--- src/verilog/fotg_params.svh ---
// Purpose: Timing figures and derived cycle counts for the flash operation timing guard
// Assumes: Controller clock of 100 MHz
// Notes:   Least times round up, longest times round down, never below one cycle
`ifndef FOTG_PARAMS_SVH
`define FOTG_PARAMS_SVH
`define FOTG_CLK_PERIOD_PS         10000
`define FOTG_INIT_READ_NS          200000
`define FOTG_INIT_CCS_NS           500
`define FOTG_PLANE_BUSY_NS         500
`define FOTG_CACHE_BUSY_NS         3000
`define FOTG_VOL_WAIT_NS           50
`define FOTG_CHAIN_IGNORE_NS       15
`define FOTG_CHAIN_OUT_NS          50
`define FOTG_LONG_CAL_NS           1000
`define FOTG_SHORT_CAL_NS          300
`define FOTG_BUSY_ASSERT_NS        100
`define FOTG_FEATURE_NS            1000
`define FOTG_RESET_IDLE_NS         5000
`define FOTG_RESET_PROG_NS         10000
`define FOTG_RESET_ERASE_NS        50000
`define FOTG_UP(ns)   ((((ns) * 1000) + `FOTG_CLK_PERIOD_PS - 1) / `FOTG_CLK_PERIOD_PS)
`define FOTG_DN(ns)   (((((ns) * 1000) / `FOTG_CLK_PERIOD_PS) < 1) ? 1 : (((ns) * 1000) / `FOTG_CLK_PERIOD_PS))
`define FOTG_OP_W                  4
`define FOTG_CNT_W                 24
`endif

--- src/verilog/fotg_pkg.sv ---
// Purpose: Types shared by both ends of the flash operation timing guard
// Assumes: Nothing beyond the params header
// Notes:   Operation codes name the busy interval that follows a command
package fotg_pkg;
  typedef enum logic [3:0] {
    FOTG_OP_READ, FOTG_OP_PROG, FOTG_OP_ERASE, FOTG_OP_RESET,
    FOTG_OP_FEAT, FOTG_OP_ITC, FOTG_OP_PL_READ, FOTG_OP_PL_PROG,
    FOTG_OP_PL_ERASE, FOTG_OP_CACHE_READ, FOTG_OP_CACHE_PROG,
    FOTG_OP_VOL_SEL, FOTG_OP_CAL_LONG, FOTG_OP_CAL_SHORT, FOTG_OP_STATUS
  } fotg_op_t;
endpackage

--- src/verilog/fotg_link_if.sv ---
// Purpose: Link between host controller end and flash target end
// Assumes: One clock, both ends synchronous to it
// Notes:   Ready/busy pin is open drain: level low when target enables drive
`timescale 1ns/1ns
`default_nettype none
interface fotg_link_if;
  logic             cmd_valid;    // One-cycle pulse: final command cycle
  fotg_pkg::fotg_op_t cmd_op;     // Operation of the command
  logic             ce_b;         // Chip enable, active low
  logic             chain_in_b;   // Daisy-chain enable into target, active low
  logic             chain_out_b;  // Daisy-chain enable out of target
  logic             rb_oe;        // Target pulls ready/busy low
  logic             status_ready_bit; // Status bit 6, high when ready
  modport host   (output cmd_valid, cmd_op, ce_b, chain_in_b,
                  input  chain_out_b, rb_oe, status_ready_bit);
  modport target (input  cmd_valid, cmd_op, ce_b, chain_in_b,
                  output chain_out_b, rb_oe, status_ready_bit);
endinterface
`default_nettype wire

--- src/verilog/fotg_wait_cnt.sv ---
// Purpose: Loadable down-counter used for every host wait and target busy interval
// Assumes: Load wins over counting
// Notes:   Done is high while the count is zero
`timescale 1ns/1ns
`default_nettype none
module fotg_wait_cnt #(
  parameter int W = 24
) (
  // Clock and reset
  input  wire logic         clk,
  input  wire logic         rst_b,
  // Load side
  input  wire logic         load,
  input  wire logic [W-1:0] load_val,
  // State
  output logic              done
);
  logic [W-1:0] cnt_reg;  // Cycles left

  // Count down to zero, reload on request
  always_ff @(posedge clk or negedge rst_b) begin
    if (!rst_b) begin
      cnt_reg <= '0;
    end else if (load) begin
      cnt_reg <= load_val;
    end else if (cnt_reg != '0) begin
      cnt_reg <= cnt_reg - 1'b1;
    end
  end

  assign done = (cnt_reg == '0);
endmodule
`default_nettype wire

--- src/verilog/fotg_target.sv ---
// Purpose: Flash target end: busy intervals, status bit 6 and daisy chain
// Assumes: Host keeps its waits; commands are single-cycle pulses
// Notes:   Read, program and erase busy times are parameters so a bench can shorten them
`timescale 1ns/1ns
`default_nettype none
`include "fotg_params.svh"
module fotg_target #(
  parameter int CW        = `FOTG_CNT_W,
  parameter int READ_CYC  = `FOTG_UP(`FOTG_INIT_READ_NS),
  parameter int PROG_CYC  = `FOTG_UP(`FOTG_RESET_PROG_NS),
  parameter int ERASE_CYC = `FOTG_UP(`FOTG_RESET_ERASE_NS)
) (
  // Clock and reset
  input  wire logic REF_CLK,
  input  wire logic RST_B,
  // Link
  fotg_link_if.target LINK,
  // Status
  output logic      BUSY
);
  localparam int WB_CYC  = `FOTG_DN(`FOTG_BUSY_ASSERT_NS);
  // The load edge and the phase change each use a cycle, so load two less
  // and the ready bit falls within the busy delay of the command cycle
  localparam int WB_LOAD = (WB_CYC > 1) ? WB_CYC - 2 : 0;
  localparam int ENO_CYC = `FOTG_DN(`FOTG_CHAIN_OUT_NS);

  // Operation phases
  typedef enum logic [1:0] {FOTG_T_IDLE, FOTG_T_WB, FOTG_T_BUSY} fotg_tstate_t;
  fotg_tstate_t state_reg;
  logic [CW-1:0] busy_len_reg;   // Length of coming busy
  logic          rst_busy_reg;   // Busy is a reset interval
  logic          array_busy_reg; // Program or erase running
  logic          erase_run_reg;  // Erase running
  logic          sel;            // Target accepts commands
  logic          take;           // Accepted command
  logic          cnt_done;
  logic          cnt_load;
  logic [CW-1:0] cnt_val;
  logic [7:0]    eno_cnt_reg;    // Cycles since chip enable fell
  logic          eno_reg;

  assign sel  = !LINK.chain_in_b && !LINK.ce_b;
  assign take = sel && LINK.cmd_valid;

  // Busy length chosen per operation
  function automatic logic [CW-1:0] op_len(input fotg_pkg::fotg_op_t op, input logic prog, input logic ers);
    logic [CW-1:0] v;
    v = CW'(1);
    case (op)
      fotg_pkg::FOTG_OP_READ:       v = CW'(READ_CYC);
      fotg_pkg::FOTG_OP_PROG:       v = CW'(PROG_CYC);
      fotg_pkg::FOTG_OP_ERASE:      v = CW'(ERASE_CYC);
      fotg_pkg::FOTG_OP_RESET:      v = ers ? CW'(`FOTG_UP(`FOTG_RESET_ERASE_NS)) :
                                        prog ? CW'(`FOTG_UP(`FOTG_RESET_PROG_NS)) :
                                        CW'(`FOTG_UP(`FOTG_RESET_IDLE_NS));
      fotg_pkg::FOTG_OP_FEAT:       v = CW'(`FOTG_UP(`FOTG_FEATURE_NS));
      fotg_pkg::FOTG_OP_ITC:        v = CW'(`FOTG_UP(`FOTG_FEATURE_NS));
      fotg_pkg::FOTG_OP_PL_READ:    v = CW'(`FOTG_UP(`FOTG_PLANE_BUSY_NS));
      fotg_pkg::FOTG_OP_PL_PROG:    v = CW'(`FOTG_UP(`FOTG_PLANE_BUSY_NS));
      fotg_pkg::FOTG_OP_PL_ERASE:   v = CW'(`FOTG_UP(`FOTG_PLANE_BUSY_NS));
      fotg_pkg::FOTG_OP_CACHE_READ: v = CW'(`FOTG_UP(`FOTG_CACHE_BUSY_NS));
      fotg_pkg::FOTG_OP_CACHE_PROG: v = CW'(`FOTG_UP(`FOTG_CACHE_BUSY_NS));
      fotg_pkg::FOTG_OP_CAL_LONG:   v = CW'(`FOTG_DN(`FOTG_LONG_CAL_NS));
      fotg_pkg::FOTG_OP_CAL_SHORT:  v = CW'(`FOTG_DN(`FOTG_SHORT_CAL_NS));
      default:                      v = CW'(1);
    endcase
    return v;
  endfunction

  // Counter loads: busy-assert delay on take, busy length after it
  always_comb begin
    cnt_load = 1'b0;
    cnt_val  = '0;
    // delay from final cycle
    // Busy delay counts from the last command cycle, which for a feature
    // write is the fourth_param_byte cycle; a reset may cut into busy
    if (take && LINK.cmd_op != fotg_pkg::FOTG_OP_STATUS && LINK.cmd_op != fotg_pkg::FOTG_OP_VOL_SEL
        && (state_reg != FOTG_T_BUSY || LINK.cmd_op == fotg_pkg::FOTG_OP_RESET)) begin
      cnt_load = 1'b1;
      cnt_val  = CW'(WB_LOAD);
    end else if (state_reg == FOTG_T_WB && cnt_done) begin
      cnt_load = 1'b1;
      cnt_val  = busy_len_reg - 1'b1;
    end
  end

  fotg_wait_cnt #(.W(CW)) u_cnt (
    .clk      (REF_CLK),
    .rst_b    (RST_B),
    .load     (cnt_load),
    .load_val (cnt_val),
    .done     (cnt_done)
  );

  // Phase sequencing; reset may interrupt a running array operation
  always_ff @(posedge REF_CLK or negedge RST_B) begin
    if (!RST_B) begin
      state_reg      <= FOTG_T_IDLE;
      busy_len_reg   <= '0;
      rst_busy_reg   <= 1'b0;
      array_busy_reg <= 1'b0;
      erase_run_reg  <= 1'b0;
    end else begin
      case (state_reg)
        FOTG_T_IDLE, FOTG_T_WB: begin
          if (cnt_load && state_reg == FOTG_T_IDLE || (take && cnt_load && state_reg == FOTG_T_WB)) begin
            state_reg    <= FOTG_T_WB;
            busy_len_reg <= op_len(LINK.cmd_op, array_busy_reg, erase_run_reg);
            rst_busy_reg <= (LINK.cmd_op == fotg_pkg::FOTG_OP_RESET);
            array_busy_reg <= (LINK.cmd_op == fotg_pkg::FOTG_OP_PROG) || (LINK.cmd_op == fotg_pkg::FOTG_OP_ERASE);
            erase_run_reg  <= (LINK.cmd_op == fotg_pkg::FOTG_OP_ERASE);
          end else if (state_reg == FOTG_T_WB && cnt_done) begin
            state_reg <= FOTG_T_BUSY;
          end
        end
        FOTG_T_BUSY: begin
          if (take && LINK.cmd_op == fotg_pkg::FOTG_OP_RESET) begin
            // Reset during array work takes the longer limit
            state_reg    <= FOTG_T_WB;
            busy_len_reg <= op_len(fotg_pkg::FOTG_OP_RESET, array_busy_reg, erase_run_reg);
            rst_busy_reg <= 1'b1;
          end else if (cnt_done) begin
            state_reg      <= FOTG_T_IDLE;
            rst_busy_reg   <= 1'b0;
            array_busy_reg <= 1'b0;
            erase_run_reg  <= 1'b0;
          end
        end
        default: state_reg <= FOTG_T_IDLE;
      endcase
    end
  end

  assign LINK.rb_oe = (state_reg == FOTG_T_BUSY);
  assign LINK.status_ready_bit = (state_reg != FOTG_T_BUSY);
  assign BUSY = (state_reg == FOTG_T_BUSY) && !rst_busy_reg ? 1'b1 : (state_reg == FOTG_T_BUSY);

  always_ff @(posedge REF_CLK or negedge RST_B) begin
    if (!RST_B) begin
      eno_cnt_reg <= '0;
      eno_reg     <= 1'b1;
    end else if (LINK.ce_b) begin
      eno_cnt_reg <= '0;
      eno_reg     <= 1'b1;
    end else if (eno_cnt_reg >= 8'(ENO_CYC - 1)) begin
      eno_reg     <= 1'b0;
    end else begin
      eno_cnt_reg <= eno_cnt_reg + 8'h01;
    end
  end
  assign LINK.chain_out_b = eno_reg;
endmodule
`default_nettype wire

--- src/flat_wrapper.sv ---
// flat-port wrapper written by rule: the top's interface ports become plain ports
module fotg_target_flat 
#(
  parameter int CW        = `FOTG_CNT_W,
  parameter int READ_CYC  = `FOTG_UP(`FOTG_INIT_READ_NS),
  parameter int PROG_CYC  = `FOTG_UP(`FOTG_RESET_PROG_NS),
  parameter int ERASE_CYC = `FOTG_UP(`FOTG_RESET_ERASE_NS)
)
  (REF_CLK, RST_B, BUSY, LINK_cmd_valid, LINK_cmd_op, LINK_ce_b, LINK_chain_in_b, LINK_chain_out_b, LINK_rb_oe, LINK_status_ready_bit);
  fotg_link_if LINK_i ();
  input  wire logic REF_CLK;
  input  wire logic RST_B;
  output logic BUSY;
  input wire logic [$bits(LINK_i.cmd_valid)-1:0] LINK_cmd_valid;
  input wire logic [$bits(LINK_i.cmd_op)-1:0] LINK_cmd_op;
  input wire logic [$bits(LINK_i.ce_b)-1:0] LINK_ce_b;
  input wire logic [$bits(LINK_i.chain_in_b)-1:0] LINK_chain_in_b;
  output wire logic [$bits(LINK_i.chain_out_b)-1:0] LINK_chain_out_b;
  output wire logic [$bits(LINK_i.rb_oe)-1:0] LINK_rb_oe;
  output wire logic [$bits(LINK_i.status_ready_bit)-1:0] LINK_status_ready_bit;
  assign LINK_i.cmd_valid = LINK_cmd_valid;
  assign LINK_i.cmd_op = LINK_cmd_op;
  assign LINK_i.ce_b = LINK_ce_b;
  assign LINK_i.chain_in_b = LINK_chain_in_b;
  assign LINK_chain_out_b = LINK_i.chain_out_b;
  assign LINK_rb_oe = LINK_i.rb_oe;
  assign LINK_status_ready_bit = LINK_i.status_ready_bit;
  fotg_target #(.CW(CW), .READ_CYC(READ_CYC), .PROG_CYC(PROG_CYC), .ERASE_CYC(ERASE_CYC)) u_core (.REF_CLK(REF_CLK), .RST_B(RST_B), .LINK(LINK_i), .BUSY(BUSY));
endmodule
--- config.mk ---
export PLATFORM = sky130hd
export DESIGN_NAME = fotg_target_flat
export DESIGN_NICKNAME = d
export VERILOG_FILES = /design/src/verilog/fotg_pkg.sv /design/src/verilog/fotg_link_if.sv /design/src/verilog/fotg_wait_cnt.sv /design/src/verilog/fotg_target.sv /design/src/flat_wrapper.sv
export VERILOG_INCLUDE_DIRS = /design/src /design/src/verilog
export SDC_FILE = /design/constraint.sdc
export NUM_CORES = 1
export LEC_CHECK = 0
export BUFFER_PORTS_ARGS = -buffer_cell sky130_fd_sc_hd__buf_2
export CORE_ASPECT_RATIO = 0.5
export CORE_UTILIZATION = 55
export CTS_BUF_LIST = sky130_fd_sc_hd__clkbuf_4
export CTS_CLUSTER_SIZE = 25
export DETAILED_ROUTE_END_ITERATION = 10
export GPL_ROUTABILITY_DRIVEN = 0
export PLACE_DENSITY = 0.72
export SYNTH_ARGS = -nofsm -noshare
export SYNTH_HDL_FRONTEND = slang
export SYNTH_SLANG_ARGS = --single-unit
--- constraint.sdc ---
create_clock -name REF_CLK -period 5.82 [get_ports REF_CLK]
set_input_delay 0.582 -clock REF_CLK [delete_from_list [all_inputs] [get_ports REF_CLK]]
set_output_delay 0.582 -clock REF_CLK [all_outputs]
set_load 0.02 [all_outputs]
==> flow_summary_export.csv <==
group,metric,value,unit
outcome,outcome,"finished clean",
sta,max_freq,0.361,GHz
route,drt-total-wl,6760,um
clock_network,cts-root-buf,"clkbuf_4",
critical_path,end_kind,"flip-flop",
grt,grt_first_pass_wirelength,11000,um
yosys,async_flop_share,100,%
grt,grt_max_degree,50,
clock_network,postCtsSetupRepairBufs,0,
critical_path,critPathLaunchType,"flip-flop",
floorplanning,rows,18,
min_path,hold_class,"in -> async",
route,drt_iter0_markers,128,
floorplanning,die_h,53.9,um
layout,n_antenna_cell,0,
route,ant_nets,0,
yosys,synthFlopType,"dfrtp_1",
power,p_leak,1.32,nW
route,first_pass_iters,4,
clock_network,tritoncts,"built",
yosys,yosysUniqueCellTypes,53,
critical_path,worstSetupPathType,"reg -> reg",
critical_path,reg2reg_depth,5,
sta,hold_viol,0,
clock_network,cts.clk_slew.worst_paths,0.14,ns
yosys,synth_edf_count,0,
power,p_per_area,394,nW/um^2
grt,overflow,0,
placed_design,numPortBuffers,12,
sta,setup_viol,0,
critical_path,r2r_end,"u_core.u_cnt.cnt_reg[13]$_DFFE_PN0P_",
yosys,synth.avg_cell_area,9.13,um^2
grt,grt_pass1_vias,2224,
sta,rsz0062_at_grt,"false",
layout,final_util,61.4,%
grt,grt_antenna_before_repair,0,
sta,worst_slew_pin_slew,1.09,ns
clock_network,cts.sinks,49,
critical_path,cp.arrival,3.06,ns
layout,area_delta_synth_final,4.39,%
power,vdd_ir_drop_max,0.138,mV
yosys,synth_area,2970,um^2
floorplanning,die_w,106,um
route,post_drt_wl_per_cell,17.0,um
placed_design,dpl.hpwl,4880,um
clock_network,post_cts_resized,0,
clock_network,clock_path_buffers,2,
clock_network,worstSkewPairLatency,0.37,ns
sta,finalCritPeriodShare,47.6,%
critical_path,crit_required,6.11,ns
critical_path,worst-r2r-setup-slack,3.05,ns
clock_network,htreeDepth,2,
sta,clock_skew,0.0126,ns
yosys,ys_warn_count,0,
layout,drive_gt1_share,7.93,%
sta,tns,0,ns
yosys,yosys.area.top_type,"dfrtp_1",
route,vias_per_cell,6.24,
yosys,synth_top_area_share,40.5,%
layout,largest_reg_flops,24,
critical_path,crit_fanout,13,
sta,max_slew_margin,27.1,%
critical_path,worstReg2RegStart,"u_core.u_cnt.cnt_reg[10]$_DFFE_PN0P_",
floorplanning,start_util,58.8,%
route,drc,0,
sta,final_max_slew_viol_count,0,
job,max-cap-violations,0,
yosys,syn_inst,325,
yosys,ys_top_cells_by_area,"dfrtp_1, xnor2_1, nor2_1, o21ai_0, a21oi_1",
clock_network,cts_hold_buf,0,
floorplanning,core-area,5040,um^2
floorplanning,ios,13,
grt,track_usage,25.6,%
sta,period_needed,2.77,ns
yosys,synth-seq-cells,49,
yosys,syn_nets,339,
yosys,seq_area_frac_synth,41.4,%
layout,num-nets-final,341,
route,dr_total_vias,2483,
floorplanning,dieArea,5710,um^2
clock_network,cts_buffers,5,
[cells in the mapped netlist (2+ instances only)]
master / instances
nand4b_1: 3
o21ai_0: 23
nand2_1: 17
a211oi_1: 5
xor2_1: 4
nand4_1: 3
o22ai_1: 2
buf_1: 2
nor2b_1: 9
mux2i_1: 6
a21o_1: 2
a21oi_1: 17
mux2_1: 7
nor4_1: 10
nor3b_1: 2
ha_1: 5
a22oi_1: 7
a22o_1: 2
nand3_1: 9
xnor2_1: 25
a31oi_1: 3
o41ai_1: 2
or4_1: 3
o21a_1: 2
or3_1: 6
dfrtp_1: 48
o31ai_1: 3
clkbuf_1: 13
nand3b_1: 3
nor3_1: 15
nor2_1: 31
inv_1: 10
or2_2: 2
o211ai_1: 2
nand2b_1: 4
[cells by family (layout without fill, tap and decap cells)]
| kind of cell | count (synthesis) | after routing | share of synthesized area (%) |
|---|---|---|---|
| AO/OA/AOI/OAI | 80 | 80 | 17.2 |
| XOR/XNOR | 29 | 29 | 8.56 |
| adder cells (fa/ha/maj) | 5 | 5 | 2.11 |
| buffers and inverters | 27 | 30 | 3.80 |
| flip-flops | 49 | 49 | 41.4 |
| multiplexers | 13 | 13 | 4.68 |
| AND/OR/NAND/NOR | 122 | 122 | 22.3 |
[through the flow]
step / power [mW] / setup slack [ns] / hold WS (ns) / instances / cell area, um^2
6_report: 1.22 / 3.05 / 0.395 / 398 / 3100
3_5_place_dp: 1.05 / 3.11 / 0.488 / 390 / 3040
4_1_cts: 1.22 / 3.10 / 0.428 / 398 / 3100
3_3_place_gp: 1.03 / 3.20 / 0.477 / 390 / 3040
2_1_floorplan: 0.927 / 3.59 / 0.286 / 325 / 2970
5_1_grt: 1.30 / 2.80 / 0.477 / 398 / 3100
[how the worst max path moves through the flow]
stage | start | endpoint | slack (ns) | cells after the start
after global placement | u_core.u_cnt.cnt_reg[10]$_DFFE_PN0P_ | u_core.u_cnt.cnt_reg[23]$_DFFE_PN0P_ | 3.20 | 5
final | u_core.u_cnt.cnt_reg[10]$_DFFE_PN0P_ | u_core.u_cnt.cnt_reg[13]$_DFFE_PN0P_ | 3.05 | 5
after floorplan | u_core.state_reg[0]$_DFFE_PN0P_ | LINK_rb_oe | 3.59 | 5
after detailed placement | u_core.u_cnt.cnt_reg[10]$_DFFE_PN0P_ | u_core.u_cnt.cnt_reg[13]$_DFFE_PN0P_ | 3.11 | 5
after global routing | u_core.u_cnt.cnt_reg[10]$_DFFE_PN0P_ | u_core.u_cnt.cnt_reg[0]$_DFFE_PN0P_ | 2.80 | 5
after CTS | u_core.u_cnt.cnt_reg[10]$_DFFE_PN0P_ | u_core.u_cnt.cnt_reg[13]$_DFFE_PN0P_ | 3.10 | 5
[cells in the final DEF, fill, tap and decap left out, types with 6 or more instances in the layout]
| cell type | Yosys | routed |
|---|---|---|
| dfrtp_1 | 48 | 48 |
| nor2_1 | 31 | 31 |
| xnor2_1 | 25 | 25 |
| o21ai_0 | 23 | 23 |
| nand2_1 | 17 | 17 |
| a21oi_1 | 17 | 17 |
| nor3_1 | 15 | 15 |
| buf_2 | 0 | 12 |
| inv_1 | 10 | 10 |
| nor4_1 | 10 | 10 |
| nand3_1 | 9 | 9 |
| nor2b_1 | 9 | 9 |
| mux2_1 | 7 | 7 |
| a22oi_1 | 7 | 7 |
| clkbuf_4 | 0 | 7 |
| or3_1 | 6 | 6 |
| mux2i_1 | 6 | 6 |
[worst max-delay path, cell delays in order (launching register included)]
cell       delay [ns]
dfrtp_1          0.44
nor4_1           0.40
nand2_1          0.36
nor4_2           0.80
o2111ai_1        0.50
o21ai_0          0.19
[layout make-up]
cell class	count	area, um^2
fill	452	1950
multi-input combinational	249	1630
sequential	49	1230
tap	70	87.6
timing repair buffer	12	60.1
clock buffer	7	52.6
inverter	10	37.5
clock inverter	1	5.00
[power by group]
part	internal (mW)	switching, mW
combinational	0.210	0.302
sequential	0.433	0.109
clock	0.0567	0.109
total	0.700	0.520
[metal layers]
| layer | part of all wire [%] | vias to the layer above | global-route usage (%) |
|---|---|---|---|
| li1 | - | 1189 | - |
| met1 | 47 | 1205 | 33.7 |
| met2 | 45 | 76 | 42.5 |
| met3 | 6.2 | 13 | 6.30 |
| met4 | 2.1 | 0 | 8.10 |
| met5 | 0 | - | 0 |
No activity file was read; power rests on OpenSTA's default activity.
